`src/hdl/isi_pkg.sv`:
```
// isi_pkg: constants for the isa slave host interface front end
// assumes: single 100 MHz clock, all bus inputs already synchronous
package isi_pkg;
   localparam int unsigned CLK_MHZ = 100;
   localparam int unsigned LA_W = 7;
   localparam int unsigned LA_LSB = 17;
   localparam logic [LA_W-1:0] LA_RST = 7'h00;
   // bus variants, from type bits {bit1, bit0} with select low
   typedef enum logic [2:0] {
      ISI_BUS_ISA,
      ISI_BUS_PI,
      ISI_BUS_LB_SX,
      ISI_BUS_LB_DX,
      ISI_BUS_LB_486
   } isi_bus_t;
   // 16-bit capable i/o addresses
   localparam logic [15:0] IO_SEQ_IDX = 16'h03C4;
   localparam logic [15:0] IO_SEQ_DAT = 16'h03C5;
   localparam logic [15:0] IO_GFX_IDX = 16'h03CE;
   localparam logic [15:0] IO_GFX_DAT = 16'h03CF;
   localparam logic [15:0] IO_CRT_IDX_M = 16'h03B4;
   localparam logic [15:0] IO_CRT_DAT_M = 16'h03B5;
   localparam logic [15:0] IO_CRT_IDX_C = 16'h03D4;
   localparam logic [15:0] IO_CRT_DAT_C = 16'h03D5;
   localparam logic [15:0] IO_STAT1_M = 16'h03BA;
   localparam logic [15:0] IO_STAT1_C = 16'h03DA;
endpackage

```
`src/hdl/isi_host_if.sv`:
```
// isi_host_if: isa slave front end - dma qualify, address latch, bus strap,
// channel-ready wait states, 16-bit i/o select decode, i/o read drive
// assumes: bus strobes synchronous to mclk_i; memory controller outside
`timescale 1ns/10ps
// Operation
// - address-enable high marks dma; no i/o read or write is answered
// - address-enable never gates display memory refresh
// - upper address latch transparent while strobe high, holds at fall
// - channel-ready stays high through i/o reads and bios reads
// - memory read: ready low at strobe fall, high when data ready, float
// - memory write: ready high if buffer has room, else low until free
// - after stalled write, ready high until strobe rises, then float
// - 16-bit i/o select pulled low only for 16-bit capable addresses
// - i/o read strobe with address in range puts register data on bus
module isi_host_if #(
   parameter int unsigned LA_W = isi_pkg::LA_W
) (
   input wire logic mclk_i,
   input wire logic rst_i,
   input wire logic ce_i,
   input wire logic aen_i,
   input wire logic bale_i,
   input wire logic [LA_W-1:0] la_i,
   input wire logic [15:0] sa_i,
   input wire logic bus_type_select_n_i,
   input wire logic local_bus_type_bit0_i,
   input wire logic local_bus_type_bit1_i,
   input wire logic iord_n_i,
   input wire logic iowr_n_i,
   input wire logic smemr_n_i,
   input wire logic smemw_n_i,
   input wire logic vmem_sel_i,
   input wire logic bios_sel_i,
   input wire logic io_range_i,
   input wire logic rd_data_ready_i,
   input wire logic wbuf_full_i,
   input wire logic [15:0] reg_rdata_i,
   input wire logic refresh_req_i,
   output logic [LA_W-1:0] la_latched_o,
   output isi_pkg::isi_bus_t bus_type_o,
   output logic io_rd_o,
   output logic io_wr_o,
   output logic wbuf_push_o,
   output logic refresh_go_o,
   output logic iochrdy_o,
   output logic iochrdy_oe_n_o,
   output logic iocs16_o,
   output logic iocs16_oe_n_o,
   output logic [15:0] sd_o,
   output logic sd_oe_n_o
);
   typedef enum logic [1:0] {
      RDY_IDLE,
      RDY_WAIT,
      RDY_HIGH
   } isi_rdy_t;

   isi_rdy_t rdy_q;
   logic strap_done_q;
   isi_pkg::isi_bus_t bus_q;
   logic smemr_n_q;
   logic smemw_n_q;
   logic iord_n_q;
   logic iowr_n_q;
   logic [15:0] sd_q;
   logic sd_oe_n_q;
   logic iocs_hit;
   logic io_ok;
   logic mr_fall;
   logic mw_fall;
   logic mem_rise;

   isi_addr_latch #(
      .W(LA_W)
   ) u_latch (
      .mclk_i(mclk_i),
      .rst_i(rst_i),
      .ce_i(ce_i),
      .strobe_i(bale_i),
      .addr_i(la_i),
      .addr_o(la_latched_o)
   );

   // strap caught once after reset release, not under reset
   always_ff @(posedge mclk_i) begin
      if (rst_i) begin
         strap_done_q <= 1'b0;
         bus_q <= isi_pkg::ISI_BUS_ISA;
      end else if (ce_i && !strap_done_q) begin
         strap_done_q <= 1'b1;
         if (bus_type_select_n_i) begin
            bus_q <= isi_pkg::ISI_BUS_ISA;
         end else begin
            unique case ({local_bus_type_bit1_i, local_bus_type_bit0_i})
               2'b00: bus_q <= isi_pkg::ISI_BUS_PI;
               2'b01: bus_q <= isi_pkg::ISI_BUS_LB_SX;
               2'b10: bus_q <= isi_pkg::ISI_BUS_LB_DX;
               2'b11: bus_q <= isi_pkg::ISI_BUS_LB_486;
            endcase
         end
      end
   end
   assign bus_type_o = bus_q;

   // strobe history for edge detection
   always_ff @(posedge mclk_i) begin
      if (rst_i) begin
         smemr_n_q <= 1'b1;
         smemw_n_q <= 1'b1;
         iord_n_q <= 1'b1;
         iowr_n_q <= 1'b1;
      end else if (ce_i) begin
         smemr_n_q <= smemr_n_i;
         smemw_n_q <= smemw_n_i;
         iord_n_q <= iord_n_i;
         iowr_n_q <= iowr_n_i;
      end
   end

   // bios reads never stall, so they skip the ready sequencer
   assign mr_fall = smemr_n_q && !smemr_n_i && vmem_sel_i
      && !bios_sel_i;
   assign mw_fall = smemw_n_q && !smemw_n_i && vmem_sel_i;
   assign mem_rise = smemr_n_i && smemw_n_i;

   // i/o cycles only when not dma
   assign io_ok = !aen_i && io_range_i;
   assign io_rd_o = ce_i && io_ok && iord_n_q && !iord_n_i;
   assign io_wr_o = ce_i && io_ok && iowr_n_q && !iowr_n_i;
   // a stalled write is pushed on the cycle its buffer slot frees
   assign wbuf_push_o = ce_i && !wbuf_full_i && (mw_fall
      || (rdy_q == RDY_WAIT && smemr_n_i && !smemw_n_i));
   // refresh is independent of address-enable by design
   assign refresh_go_o = refresh_req_i;

   // channel-ready sequencer for display memory cycles
   always_ff @(posedge mclk_i) begin
      if (rst_i) begin
         rdy_q <= RDY_IDLE;
      end else if (ce_i) begin
         unique case (rdy_q)
            RDY_IDLE: begin
               if (mr_fall) begin
                  rdy_q <= RDY_WAIT;
               end else if (mw_fall) begin
                  rdy_q <= wbuf_full_i ? RDY_WAIT : RDY_HIGH;
               end
            end
            RDY_WAIT: begin
               if (mem_rise) begin
                  rdy_q <= RDY_IDLE;
               end else if (!smemr_n_i ? rd_data_ready_i : !wbuf_full_i) begin
                  rdy_q <= RDY_HIGH;
               end
            end
            RDY_HIGH: begin
               if (mem_rise) begin
                  rdy_q <= RDY_IDLE;
               end
            end
         endcase
      end
   end

   // low drive starts on the falling-edge cycle itself, no late stall
   always_comb begin
      iochrdy_o = 1'b1;
      iochrdy_oe_n_o = 1'b1;
      unique case (rdy_q)
         RDY_IDLE: begin
            if (mr_fall) begin
               iochrdy_o = 1'b0;
               iochrdy_oe_n_o = 1'b0;
            end else if (mw_fall) begin
               iochrdy_o = !wbuf_full_i;
               iochrdy_oe_n_o = 1'b0;
            end
         end
         RDY_WAIT: begin
            iochrdy_o = 1'b0;
            iochrdy_oe_n_o = 1'b0;
         end
         RDY_HIGH: begin
            iochrdy_o = 1'b1;
            iochrdy_oe_n_o = 1'b0;
         end
      endcase
   end

   // 16-bit select decode; output pin only ever driven low
   always_comb begin
      unique case (sa_i)
         isi_pkg::IO_SEQ_IDX, isi_pkg::IO_SEQ_DAT,
         isi_pkg::IO_GFX_IDX, isi_pkg::IO_GFX_DAT,
         isi_pkg::IO_CRT_IDX_M, isi_pkg::IO_CRT_DAT_M,
         isi_pkg::IO_CRT_IDX_C, isi_pkg::IO_CRT_DAT_C,
         isi_pkg::IO_STAT1_M, isi_pkg::IO_STAT1_C: iocs_hit = 1'b1;
         default: iocs_hit = 1'b0;
      endcase
   end
   assign iocs16_o = 1'b0;
   assign iocs16_oe_n_o = !(iocs_hit && !aen_i);

   // register data onto the bus for a qualified i/o read
   always_ff @(posedge mclk_i) begin
      if (rst_i) begin
         sd_q <= 16'h0000;
         sd_oe_n_q <= 1'b1;
      end else if (ce_i) begin
         sd_oe_n_q <= !(io_ok && !iord_n_i);
         if (io_ok && !iord_n_i) begin
            sd_q <= reg_rdata_i;
         end
      end
   end
   assign sd_o = sd_q;
   assign sd_oe_n_o = sd_oe_n_q;
endmodule

```
`src/hdl/isi_addr_latch.sv`:
```
// isi_addr_latch: transparent-while-high latch for upper address lines
// assumes: strobe sampled on mclk_i; hold value taken at the falling edge
`timescale 1ns/10ps
module isi_addr_latch #(
   parameter int unsigned W = 7
) (
   input wire logic mclk_i,
   input wire logic rst_i,
   input wire logic ce_i,
   input wire logic strobe_i,
   input wire logic [W-1:0] addr_i,
   output logic [W-1:0] addr_o
);
   logic [W-1:0] hold_q;

   // flop copy follows the lines while high; freezes when strobe falls
   always_ff @(posedge mclk_i) begin
      if (rst_i) begin
         hold_q <= '0;
      end else if (ce_i && strobe_i) begin
         hold_q <= addr_i;
      end
   end

   // pass-through while high keeps the latch transparent, not a cycle late
   assign addr_o = strobe_i ? addr_i : hold_q;
endmodule

```
`config.mk`:
```
export PLATFORM = sky130hd
export DESIGN_NAME = isi_host_if
export DESIGN_NICKNAME = d
export VERILOG_FILES = /design/src/hdl/isi_pkg.sv /design/src/hdl/isi_host_if.sv /design/src/hdl/isi_addr_latch.sv
export SDC_FILE = /design/constraint.sdc
export NUM_CORES = 1
export LEC_CHECK = 0
export CORE_MARGIN = 2
export CORE_UTILIZATION = 50
export DETAILED_ROUTE_END_ITERATION = 10
export DONT_BUFFER_PORTS = 1
export PLACE_DENSITY = 0.76
export SLEW_MARGIN = 20
export SYNTH_ARGS = -nofsm -noshare
export SYNTH_HDL_FRONTEND = slang
export SYNTH_SLANG_ARGS = --single-unit
```
`constraint.sdc`:
```
create_clock -name mclk_i -period 1.25 [get_ports mclk_i]
set_input_delay 0.125 -clock mclk_i [delete_from_list [all_inputs] [get_ports mclk_i]]
set_output_delay 0.125 -clock mclk_i [all_outputs]
set_load 0.005 [all_outputs]
```
* Yosys cells after proc, flatten, opt, wreduce, memory -nomap -nowiden
Index checks and enable logic that the tools add are counted.
** Cells by class
- Reductions and logical operators :: 37
- Equality and inequality tests :: 18
- Muxes and demuxes :: 18
** Operators by type and width (count)
- 16-bit by 10-bit == test with 1-bit output (second input constant) :: 10
- 1-bit logical AND :: 20
- 2-bit 2-to-1 mux :: 6
- 3-bit one-hot mux with 4 select lines :: 1
- 1-bit zero test :: 10
- 10-bit OR reduction :: 1
- 7-bit 2-to-1 mux :: 1
- 2-bit == test (second input constant) :: 3
- 1-bit 2-to-1 mux :: 6
- 2-bit one-hot mux with 3 select lines :: 1
- 2-bit by 1-bit == test with 1-bit output (second input constant) :: 2
- 2-bit zero test :: 2
- 4-bit AND reduction :: 1
- 3-bit 2-to-1 mux :: 1
- 3-bit by 2-bit inequality test with 1-bit output (second input constant) :: 1
- 3-bit inequality test (second input constant) :: 1
- 1-bit one-hot mux with 3 select lines :: 1
- 2-bit inequality test (second input constant) :: 1
- 1-bit one-hot mux with 2 select lines :: 1
- 2-bit AND reduction :: 1
- 2-bit OR reduction :: 1
- 1-bit logical OR :: 1
** Word-level totals
- Bits in registers :: 34
- Logic and storage cells :: 83

* Depth between registers and ports, before layout
Gate-level depths: netlist (run 1).
- Depth after elaboration :: 6
- Mapped depth :: 6
- Depth with buffers taken out :: 6

* Modules after synthesis
Synthesis (run 1) repeated with hierarchy kept, for this count alone.
** Second synthesis, totals
- Cells, all modules :: 197
- Area total of the unflattened synthesis :: 1696.6 um2
** Modules (own cells, without submodules)
- isi_host_if :: instances 1, area an instance 1310.0 um2, cells each 159, seq. area each 540.5 um2
- isi_addr_latch :: instances 1, area an instance 386.6 um2, cells each 38, seq. area each 140.1 um2

* Worst setup path before layout (run 1)
No wires, ideal clock.
- Path type :: flip-flop to flip-flop
- Start :: register rdy_q[1]
- End :: register rdy_q[0]
- Stages on the path, launching flop included :: 7
- Slack :: -80 ps
- Clock period less this slack :: 1330 ps
- Path buffers :: 0
- Data arrival time :: 1270 ps
- Cells stage by stage :: dfxtp_1 inv_1 ha_1 nand2_2 o311a_4 a311oi_1 a41o_1
** On the way
- Cells in the longest elaborated chain, start to end :: 3
- Elaborated cells between the ends (all ways) :: 8
- Those cells by class :: 5 x eq/ne; 1 x mux; 2 x reduce/logical
** RTL lines
- start: declaration :: line isi_host_if.sv:58 : isi_rdy_t rdy_q;
- start signal: assignment :: line isi_host_if.sv:146 : rdy_q <= wbuf_full_i ? RDY_WAIT : RDY_HIGH;
- 2-bit by 1-bit == test with 1-bit output, or another cell as far along :: line isi_host_if.sv:141 : unique case (rdy_q)
- 3-bit by 2-bit inequality test with 1-bit output (no line), or another cell as far along
- 4-bit AND reduction (no line)
Several ways; a longest one is shown, not always the timed one.
A chain may end at the register's enable or synchronous reset.

* Worst setup path after layout (run 1)
- Start :: register rdy_q[1]
- End :: output port wbuf_push_o
** On the way
- Cells in the longest elaborated chain, start to end :: 5
** RTL lines
- 2-bit by 1-bit == test with 1-bit output :: line isi_host_if.sv:132 : || (rdy_q == RDY_WAIT && smemr_n_i && !smemw_n_i));
- 1-bit logical AND (2 in series) :: line isi_host_if.sv:132
- 1-bit logical OR :: line isi_host_if.sv:132
- 1-bit logical AND :: line isi_host_if.sv:131 : assign wbuf_push_o = ce_i && !wbuf_full_i && (mw_fall
- end: declaration :: line isi_host_if.sv:43 : output logic wbuf_push_o,
Every way passes these cells.

==> results.json, run 1 <==
{
  "outcome": "complete, but fails checks",
  "violations": "negative setup slack",
  "core_area_um2": 3280,
  "synth-main-ff-cell": "dfxtp_1",
  "synth_top_cell_by_area": "dfxtp_1",
  "place_congestion": 0.759,
  "setup_viol": 5,
  "grt_pass1_wl_um": 6070,
  "clock_latency_ns": 0.32,
  "antennaDiodeCount": 0,
  "synthArstFlopShare_pct": 0,
  "rsz0062_at_grt": "true",
  "arrival_ns": 1.43,
  "setup_tns_ns": -1.00,
  "peakVddDrop_uv": 595,
  "cts_inserted_buffers": 5,
  "met1_usage_pct": 22.5,
  "gr-total-overflow": 0,
  "fin_nets": 302,
  "powerDensity_nw_per_um2": 985,
  "die_y_um": 62.0,
  "grt-busiest-layer": "met2",
  "globalRouteMet2Util_pct": 40.9,
  "end_kind": "primary output",
  "hold_path_class": "input pin to flop",
  "route.antenna.remaining_nets": 0,
  "synth_cell_types": 39,
  "postRouteWirelength_um": 4360,
  "grt_usage_pct": 21.9,
  "post_drt_wl_per_cell_um": 15.2,
  "place_area_um2": 1730,
  "avgViaCountPerCell": 5.36,
  "cts.clk_slew.worst_paths_ns": 0.10,
  "final_cell_area_um2": 2270,
  "cts_buffer_depth": 2,
  "path_class": "flop to primary output",
  "ys_top_cells_by_area": "dfxtp_1 (40%), nand2_1 (10%), a21oi_1 (8.6%)",
  "cts_tree": "built",
  "io_pins": 92,
  "antenna_found_initial": 0,
  "syn_to_final_growth_pct": 34.9,
  "dpl.hpwl_um": 2470,
  "ctsHtreeMaxLevel": 2,
  "syn_nets": 264,
  "slew_violations": 0,
  "fin_crit_sh_pct": 124,
  "syn_area_per_cell_um2": 8.37,
  "finClkSkew_ns": 0.000786,
  "die_w_um": 62.0,
  "synth-seq-area-share_pct": 40.4,
  "first_pass_iters": 4,
  "synth_area_um2": 1680,
  "drv_cap": 0,
  "start_util_pct": 51.2,
  "vias": 1533,
  "synth-edff-count": 0,
  "cts_root_buffer": "clkbuf_4",
  "drive_gt1_share_pct": 20.4,
  "final_hold_viol_count": 0,
  "ys.warnings.count": 0,
  "worstMarginPinSlew_ns": 0.590,
  "rows": 21,
  "gr-usage-met3_pct": 7.45,
  "crit_required_ns": 1.12,
  "fp.dieArea_um2": 3850,
  "drc": 0,
  "clock_sinks": 34,
  "syn_inst": 201,
  "port_buffers": 0,
  "grt_pass1_vias": 1390,
  "fin_ws_ns": -0.302,
  "power_leakage_nw": 0.851,
  "post-route-min-period_ns": 1.55,
  "synth_top_area_share_pct": 40.4,
  "crit_fanout": 3,
  "ys_seq_elements": 34,
  "grt_max_degree": 33,
  "drt_iter0_markers": 90,
  "fmax_mhz": 644,
  "critPathLaunchType": "flop",
  "max_slew_margin_pct": 60.7
}
logic make-up (layout without fill, tap and decap cells):
group	after synthesis	count (layout)	synth area share, %
buffers and inverters	20	59	6.32
DFF	34	34	40.4
adders and majority gates	6	6	4.46
AOI/OAI and AO/OA	44	44	16.7
and+or+nand+nor	88	88	26.5
other	1	1	0.223
muxes	8	8	5.35
cells in the final DEF (no fill, tap or decap), types with 3 or more instances in the layout:
cell and count:
nand3_1 8, ha_1 3, nor3_1 3, dlygate4sd3_1 33, nor3b_1 3, buf_4 8
nor2_1 7, nand2_1 46, nor2b_1 6, inv_1 5, a21oi_1 27, a211o_1 3
dfxtp_1 32, mux2_2 8, clkbuf_4 5
final cells by class:
class                   instances  area, µm²
clock buffers                   7       55.1
clock inverters                 1       5.00
fillers                       276       1010
inverters                       7       31.3
multi-input cells             147        993
flip-flops and latches         34        686
well taps                      46       57.6
repair buffers                 44        442
flip-flops by register name (all words and copies together), names as in the netlist:
| register | cells |
|---|---|
| iowr_n_q | 1 |
| smemr_n_q | 1 |
| u_latch.hold_q | 7 |
| sd_oe_n_o | 1 |
| smemw_n_q | 1 |
| sd_o | 16 |
| rdy_q | 2 |
| iord_n_q | 1 |
| bus_type_o | 3 |
| strap_done_q | 1 |
report_power, final:
part           switching (W)  total, W  internal [W]  leakage [nW]
clock               0.000345  0.000618      0.000273        0.0353
sequential         0.0000322   0.00116       0.00113         0.278
combinational       0.000200  0.000458      0.000258         0.537
total               0.000578   0.00224       0.00166         0.851
repair_timing:
action	in CTS	in global routing
setup endpoints to repair	5	5
resized for setup	17	3
hold buffers	34	0
pin swaps	5	5
setup buffers	4	1
endpoints found under the hold margin	32	0
layer usage:
metal  part of all wire (%)  vias up
met1                     37      703
met5                      0        -
met4                   0.92        0
met2                     52       68
li1                       -      758
met3                    9.3        4
worst max-delay path: stages (launching register included):
cell and delay (ns):
dfxtp_2 0.35, inv_4 0.08, ha_4 0.14, nand2_4 0.06, a2111oi_4 0.30, buf_4 0.17
path summary, 6_finish.rpt:
kind / startpoint / to / slack [ns] / cells after the start
worst min register to register: u_latch.hold_q[2] / u_latch.hold_q[2] / 0.47 / 2
worst max register to register: rdy_q[1] / rdy_q[0] / -0.22 / 6
worst max-delay path: rdy_q[1] / wbuf_push_o / -0.30 / 5
worst min-delay path: ce_i / iowr_n_q / 0.02 / 2
synthesized netlist by cell type (2+ instances only):
master / count
dfxtp_1: 34
o21bai_1: 2
clkbuf_1: 4
nand2_1: 46
nor3_1: 3
a41o_1: 2
nor2b_1: 7
o21ai_0: 2
mux2_2: 8
buf_4: 2
a21oi_1: 29
nor3b_1: 3
nand3_1: 8
buf_2: 5
a311oi_1: 2
a211o_1: 3
nor2_1: 8
inv_1: 7
ha_1: 6
through the flow:
step	hold WS, ns	power [W]	cells	setup slack, ns	util, %
after floorplan	0.247	0.00142	201	-0.0519	-
after global placement	0.198	0.00143	239	-0.111	52.7
after detailed placement	0.200	0.00143	239	-0.124	52.7
after CTS	0.00110	0.00223	285	-0.270	68.6
after global routing	0.0147	0.00236	286	-0.362	69.1
final	0.0167	0.00224	286	-0.302	69.1
(Power assumes the default switching activity.)
==> run 2, diff against run 1 <==
ABC_AREA = 1   (was unset)
==> run 2 against run 1 <==
Setup slack improved by 0.16 ns. Clock power up 2%. Sequential share of layout area grew 1.3 points. Clock skew about the same. Synthesized cell count increased by 15%. Non-clock buffer count shrank 4. The run still ends with negative setup slack left. Critical path depth did not move. Register-to-register slack improved by 0.28 ns. Global-route usage up 0.21 points. Sequential power hardly changed. Area after synthesis decreased by 0.89%. Via count rose by 5.5%.
==> results.json, run 2 <==
{
  "fmax_mhz": 717,
  "synth_xor_area_share_pct": 0,
  "synth-compound-area-share_pct": 16.3,
  "power_leakage_nw": 0.967,
  "path_class": "flop to primary output",
  "finClkSkew_ns": 0.000545,
  "synth_area_um2": 1670,
  "ctsHtreeMaxLevel": 2,
  "drv_cap": 0,
  "grt_pass1_vias": 1526,
  "final_cell_area_um2": 2180,
  "synth_top_family_by_area": "simple AND/OR/NAND/NOR gates",
  "synth-seq-area-share_pct": 40.8,
  "start_util_pct": 53.8,
  "cts_root_buffer": "clkbuf_4",
  "slew_violations": 0,
  "drc": 0,
  "place_area_um2": 1680,
  "avgViaCountPerCell": 5.13,
  "dpl.hpwl_um": 2530,
  "cts_inserted_buffers": 5,
  "crit_fanout": 3,
  "syn_nets": 295,
  "fin_nets": 333,
  "synth_top_area_share_pct": 40.8,
  "arrival_ns": 1.27,
  "rows": 20,
  "drt_iter0_markers": 41,
  "ys_seq_elements": 34,
  "final_hold_viol_count": 0,
  "gr-total-overflow": 0,
  "setup_tns_ns": -0.253,
  "end_kind": "primary output",
  "synth_cell_types": 26,
  "syn_to_final_growth_pct": 30.9,
  "drive_gt1_share_pct": 17.7,
  "yosysMostFrequentCell": "nand2_1",
  "vias": 1617,
  "finalPower_w": 0.00233,
  "post_drt_wl_per_cell_um": 13.2,
  "syn_inst": 232,
  "crit_required_ns": 1.12,
  "cts.clk_slew.worst_paths_ns": 0.10,
  "powerDensity_nw_per_um2": 1070,
  "post-route-min-period_ns": 1.39,
  "postRouteWirelength_um": 4160,
  "rsz0062_at_grt": "true",
  "peakVddDrop_uv": 784,
  "die_w_um": 61.8,
  "synth-main-ff-cell": "dfxtp_1",
  "fin_crit_sh_pct": 112,
  "synth_top_cell_by_area": "dfxtp_1",
  "netlist_top_cells_count": "nand2_1 (43), nor2_1 (37), dfxtp_1 (34)",
  "cts_buffer_depth": 2,
  "synthArstFlopShare_pct": 0,
  "met3WireLength_um": 365,
  "wl_met1_um": 1620,
  "critPathLaunchType": "flop",
  "grt_max_degree": 20,
  "first_pass_iters": 6,
  "hold_path_class": "input pin to flop",
  "synth-edff-count": 0,
  "grt_usage_pct": 22.1,
  "setup_viol": 3,
  "outcome": "complete, but fails checks",
  "ys.warnings.count": 0,
  "clock_sinks": 34,
  "fp.dieArea_um2": 3810,
  "syn_area_per_cell_um2": 7.19,
  "antennaDiodeCount": 0,
  "clock_latency_ns": 0.33,
  "port_buffers": 0,
  "largest_reg_flops": 16,
  "ys_top_cells_by_area": "dfxtp_1 (41%), nand2_1 (9.7%), nor2_1 (8.3%)",
  "place_congestion": 0.720,
  "route.antenna.remaining_nets": 0,
  "synthAdderAreaFrac_pct": 4.50,
  "die_y_um": 61.8,
  "antenna_found_initial": 0,
  "core_area_um2": 3100,
  "io_pins": 92,
  "fin_ws_ns": -0.144,
  "grt_pass1_wl_um": 6140,
  "place_ws_ns": 0.0610,
  "cts_tree": "built",
  "violations": "negative setup slack",
  "final_common_cell": "nand2_1",
  "synth_mux_area_share_pct": 0,
  "top_layer_used": "met4",
  "synth-simple-area-share_pct": 28.4,
  "fillers": 259,
  "wl_met2_um": 2090,
  "fin_util_pct": 70.4,
  "mostFrequentLayoutCells": "nand2_1 (41), nor2_1 (34), dlygate4sd3_1 (32), dfxtp_1 (31), o21ai_0 (25)"
}
run 2: routing by layer:
layer / global-route usage (%) / up-vias
met5: 0 / -
met4: 7.60 / 0
met3: 8.28 / 9
met2: 40.2 / 76
met1: 23.3 / 714
li1: - / 818
run 2: timing repair:
item / CTS / global route
buffers inserted: 3 / 1
pin swaps: 3 / 9
hold buffers: 33 / 1
hold endpoints to repair: 32 / 1
endpoints found under the setup margin: 3 / 7
resized for setup: 13 / 14
run 2: layout make-up:
type                            count  area, µm²  share of cell area (%)
Multi-Input combinational cell    164        890                    40.7
Sequential cell                    34        687                    31.5
Timing Repair Buffer               40        385                    17.7
Inverter                           25        106                    4.87
Clock buffer                        7       55.1                    2.52
Tap cell                           44       55.1                    2.52
Clock inverter                      1       5.00                   0.229
run 2: logic make-up (layout without fill, tap and decap cells):
family	count (synthesis)	after routing
other cells	1	1
buf+inv	34	73
simple gates	105	105
flops	34	34
compound gates	52	52
fa+ha+maj	6	6
run 2: worst paths after layout:
check                           end              start  cells after the start  slack (ns)
setup / recovery          iochrdy_o           rdy_q[0]                      5       -0.14
hold / removal            smemw_n_q          smemw_n_i                      2        0.02
setup reg to reg           rdy_q[1]           rdy_q[0]                      7        0.06
hold reg to reg   u_latch.hold_q[6]  u_latch.hold_q[6]                      2        0.46
run 2: critical path: stages (launching register included):
cell     delay [ns]
dfxtp_4        0.39
inv_4          0.04
ha_4           0.25
inv_4          0.06
nor2_2         0.04
a31oi_2        0.16
run 2: stage by stage:
step                      cells  hold slack (ns)
after floorplan             232            0.194
after global placement      270            0.195
after detailed placement    270            0.197
after CTS                   314          0.00359
after global routing        315           0.0212
final                       315           0.0156
run 2: report_power, final:
part / switching, W / internal (W)
logic: 0.000261 / 0.000255
clock network: 0.000356 / 0.000273
registers: 0.0000398 / 0.00114
==> run 3, diff against run 2 <==
CORE_MARGIN = 4   (was 2)
CTS_BUF_LIST = sky130_fd_sc_hd__clkbuf_4 sky130_fd_sc_hd__clkbuf_8   (was unset)
PLACE_DENSITY = 0.67   (was 0.76)
==> run 3 against run 2 <==
The run still ends with negative setup slack left. Clock skew up 0.0054 ns. Total power up 8.3%. Combinational power up 3%. Critical path depth unchanged. Routed wire length up 3.9%. Via count down 1.7%.
==> results.json, run 3 (synthesized netlist as in run 2, its figures left out) <==
{
  "route.antenna.remaining_nets": 0,
  "slew_violations": 0,
  "fmax_mhz": 719,
  "path_cells": "inv_2, ha_4, inv_6, nor2_4, a31oi_4",
  "hold_path_class": "input pin to flop",
  "end_kind": "primary output",
  "powerDensity_nw_per_um2": 1140,
  "clock_sinks": 34,
  "setup_viol": 3,
  "rows": 20,
  "grt_pass1_vias": 1564,
  "cts_tree": "built",
  "post_drt_wl_per_cell_um": 13.7,
  "core_area_um2": 3130,
  "vias": 1589,
  "grt_usage_pct": 20.7,
  "path_buf_inv": 2,
  "critical_path.max_stage_delay_ns": 0.37,
  "cp_slowest_cell": "dfxtp_2",
  "final_cell_area_um2": 2220,
  "io_pins": 92,
  "postRouteWirelength_um": 4320,
  "place_congestion": 0.713,
  "outcome": "complete, but fails checks",
  "drc": 0,
  "finalNonFillerCells": 316,
  "post-route-min-period_ns": 1.39,
  "rsz0062_at_grt": "true",
  "place_area_um2": 1680,
  "ctsHtreeMaxLevel": 2,
  "drv_cap": 0,
  "final_hold_viol_count": 0,
  "peakVddDrop_uv": 836,
  "fp.dieArea_um2": 4320,
  "cts_buffer_depth": 2,
  "cts.clk_slew.worst_paths_ns": 0.11,
  "drt_iter0_markers": 64,
  "path_class": "flop to primary output",
  "largest_reg_flops": 16,
  "fin_nets": 334,
  "finClkSkew_ns": 0.00593,
  "die_y_um": 65.8,
  "arrival_ns": 1.27,
  "syn_to_final_growth_pct": 32.9,
  "cts_root_buffer": "clkbuf_4",
  "antennaDiodeCount": 0,
  "first_pass_iters": 5,
  "final_common_cell": "nand2_1",
  "die_w_um": 65.8,
  "clock_latency_ns": 0.34,
  "grt_max_degree": 18,
  "grt_pass1_wl_um": 6900,
  "start_util_pct": 53.3,
  "placed_cells": 270,
  "violations": "negative setup slack",
  "cpLargestDelayFamily": "flip-flops",
  "gr-total-overflow": 0,
  "critPathLaunchType": "flop",
  "cts_inserted_buffers": 5,
  "fin_crit_sh_pct": 111,
  "dpl.hpwl_um": 2770,
  "power_leakage_nw": 0.967,
  "fin_ws_ns": -0.142,
  "crit_required_ns": 1.12,
  "antenna_found_initial": 0,
  "drive_gt1_share_pct": 16.5,
  "avgViaCountPerCell": 5.03,
  "crit_fanout": 4,
  "mostFrequentLayoutCells": "nand2_1 (40), dlygate4sd3_1 (36), nor2_1 (34), dfxtp_1 (32), o21ai_0 (26)",
  "port_buffers": 0
}
-- run 3: changes by cell type in the layout (fill, tap and decap cells not counted), moves of 2 or more --
cell,before,now
dlygate4sd3_1,32,36
inv_2,1,3
nor2_2,12,10
clkinvlp_4,0,2
buf_4,7,5
inv_4,5,2
nor2_4,1,3
-- run 3: per-layer routing --
layer	routed length (µm)	vias up	global-route usage, %
met1	1710	693	22.8
met5	0	-	0
met2	2100	72	36.3
li1	-	815	-
met3	436	9	5.98
met4	66	0	9.33
-- run 3: worst reg2reg max path, cell delays in order (launching register included) --
cell and delay, ns:
dfxtp_2 0.34, buf_4 0.12, ha_2 0.19, nand2_1 0.09, nand2_2 0.08, inv_2 0.06, nand3_2 0.07, nand2_1 0.07
nand2_1 0.04, nor2_1 0.08
-- run 3: final timing paths --
path                                   startpoint                 to  depth (start not counted)  slack [ns]
worst max-delay path                     rdy_q[0]          iochrdy_o                          5       -0.14
worst min-delay path                     iord_n_i            sd_o[7]                          3        0.02
worst max register to register           rdy_q[1]           rdy_q[1]                          9        0.05
worst min register to register  u_latch.hold_q[6]  u_latch.hold_q[6]                          2        0.45
-- run 3: per-stage QoR --
| stage | util, % | hold WS [ns] | total power, W | setup TNS [ns] | setup WS (ns) |
|---|---|---|---|---|---|
| after floorplan | - | 0.194 | 0.00146 | 0 | 0.141 |
| after global placement | 53.7 | 0.195 | 0.00149 | 0 | 0.0824 |
| after detailed placement | 53.7 | 0.199 | 0.00150 | 0 | 0.0558 |
| after CTS | 69.4 | 0.0154 | 0.00247 | -0.310 | -0.145 |
| after global routing | 70.8 | 0.0236 | 0.00265 | -0.557 | -0.203 |
| final | 70.8 | 0.0240 | 0.00252 | -0.297 | -0.142 |
-- run 3: final cells by class --
| cell class | instances | area (µm²) |
|---|---|---|
| Fill cell | 251 | 912 |
| Sequential cell | 34 | 683 |
| Inverter | 25 | 104 |
| Multi-Input combinational cell | 164 | 893 |
| Clock buffer | 5 | 37.5 |
| Clock inverter | 3 | 45.0 |
| Tap cell | 44 | 55.1 |
| Timing Repair Buffer | 41 | 398 |
-- run 3: power by group --
part / total [W] / switching, W / internal, W / leakage, nW
clock network: 0.000816 / 0.000396 / 0.000420 / 0.0374
logic: 0.000530 / 0.000277 / 0.000253 / 0.650
registers: 0.00118 / 0.0000338 / 0.00114 / 0.279
-- run 3: repair_timing --
action	4_1_cts	5_1_grt
setup buffers	1	1
pin swaps	2	7
hold buffers	36	0
resized for setup	11	12
endpoints found under the setup margin	3	5
endpoints found under the hold margin	32	0
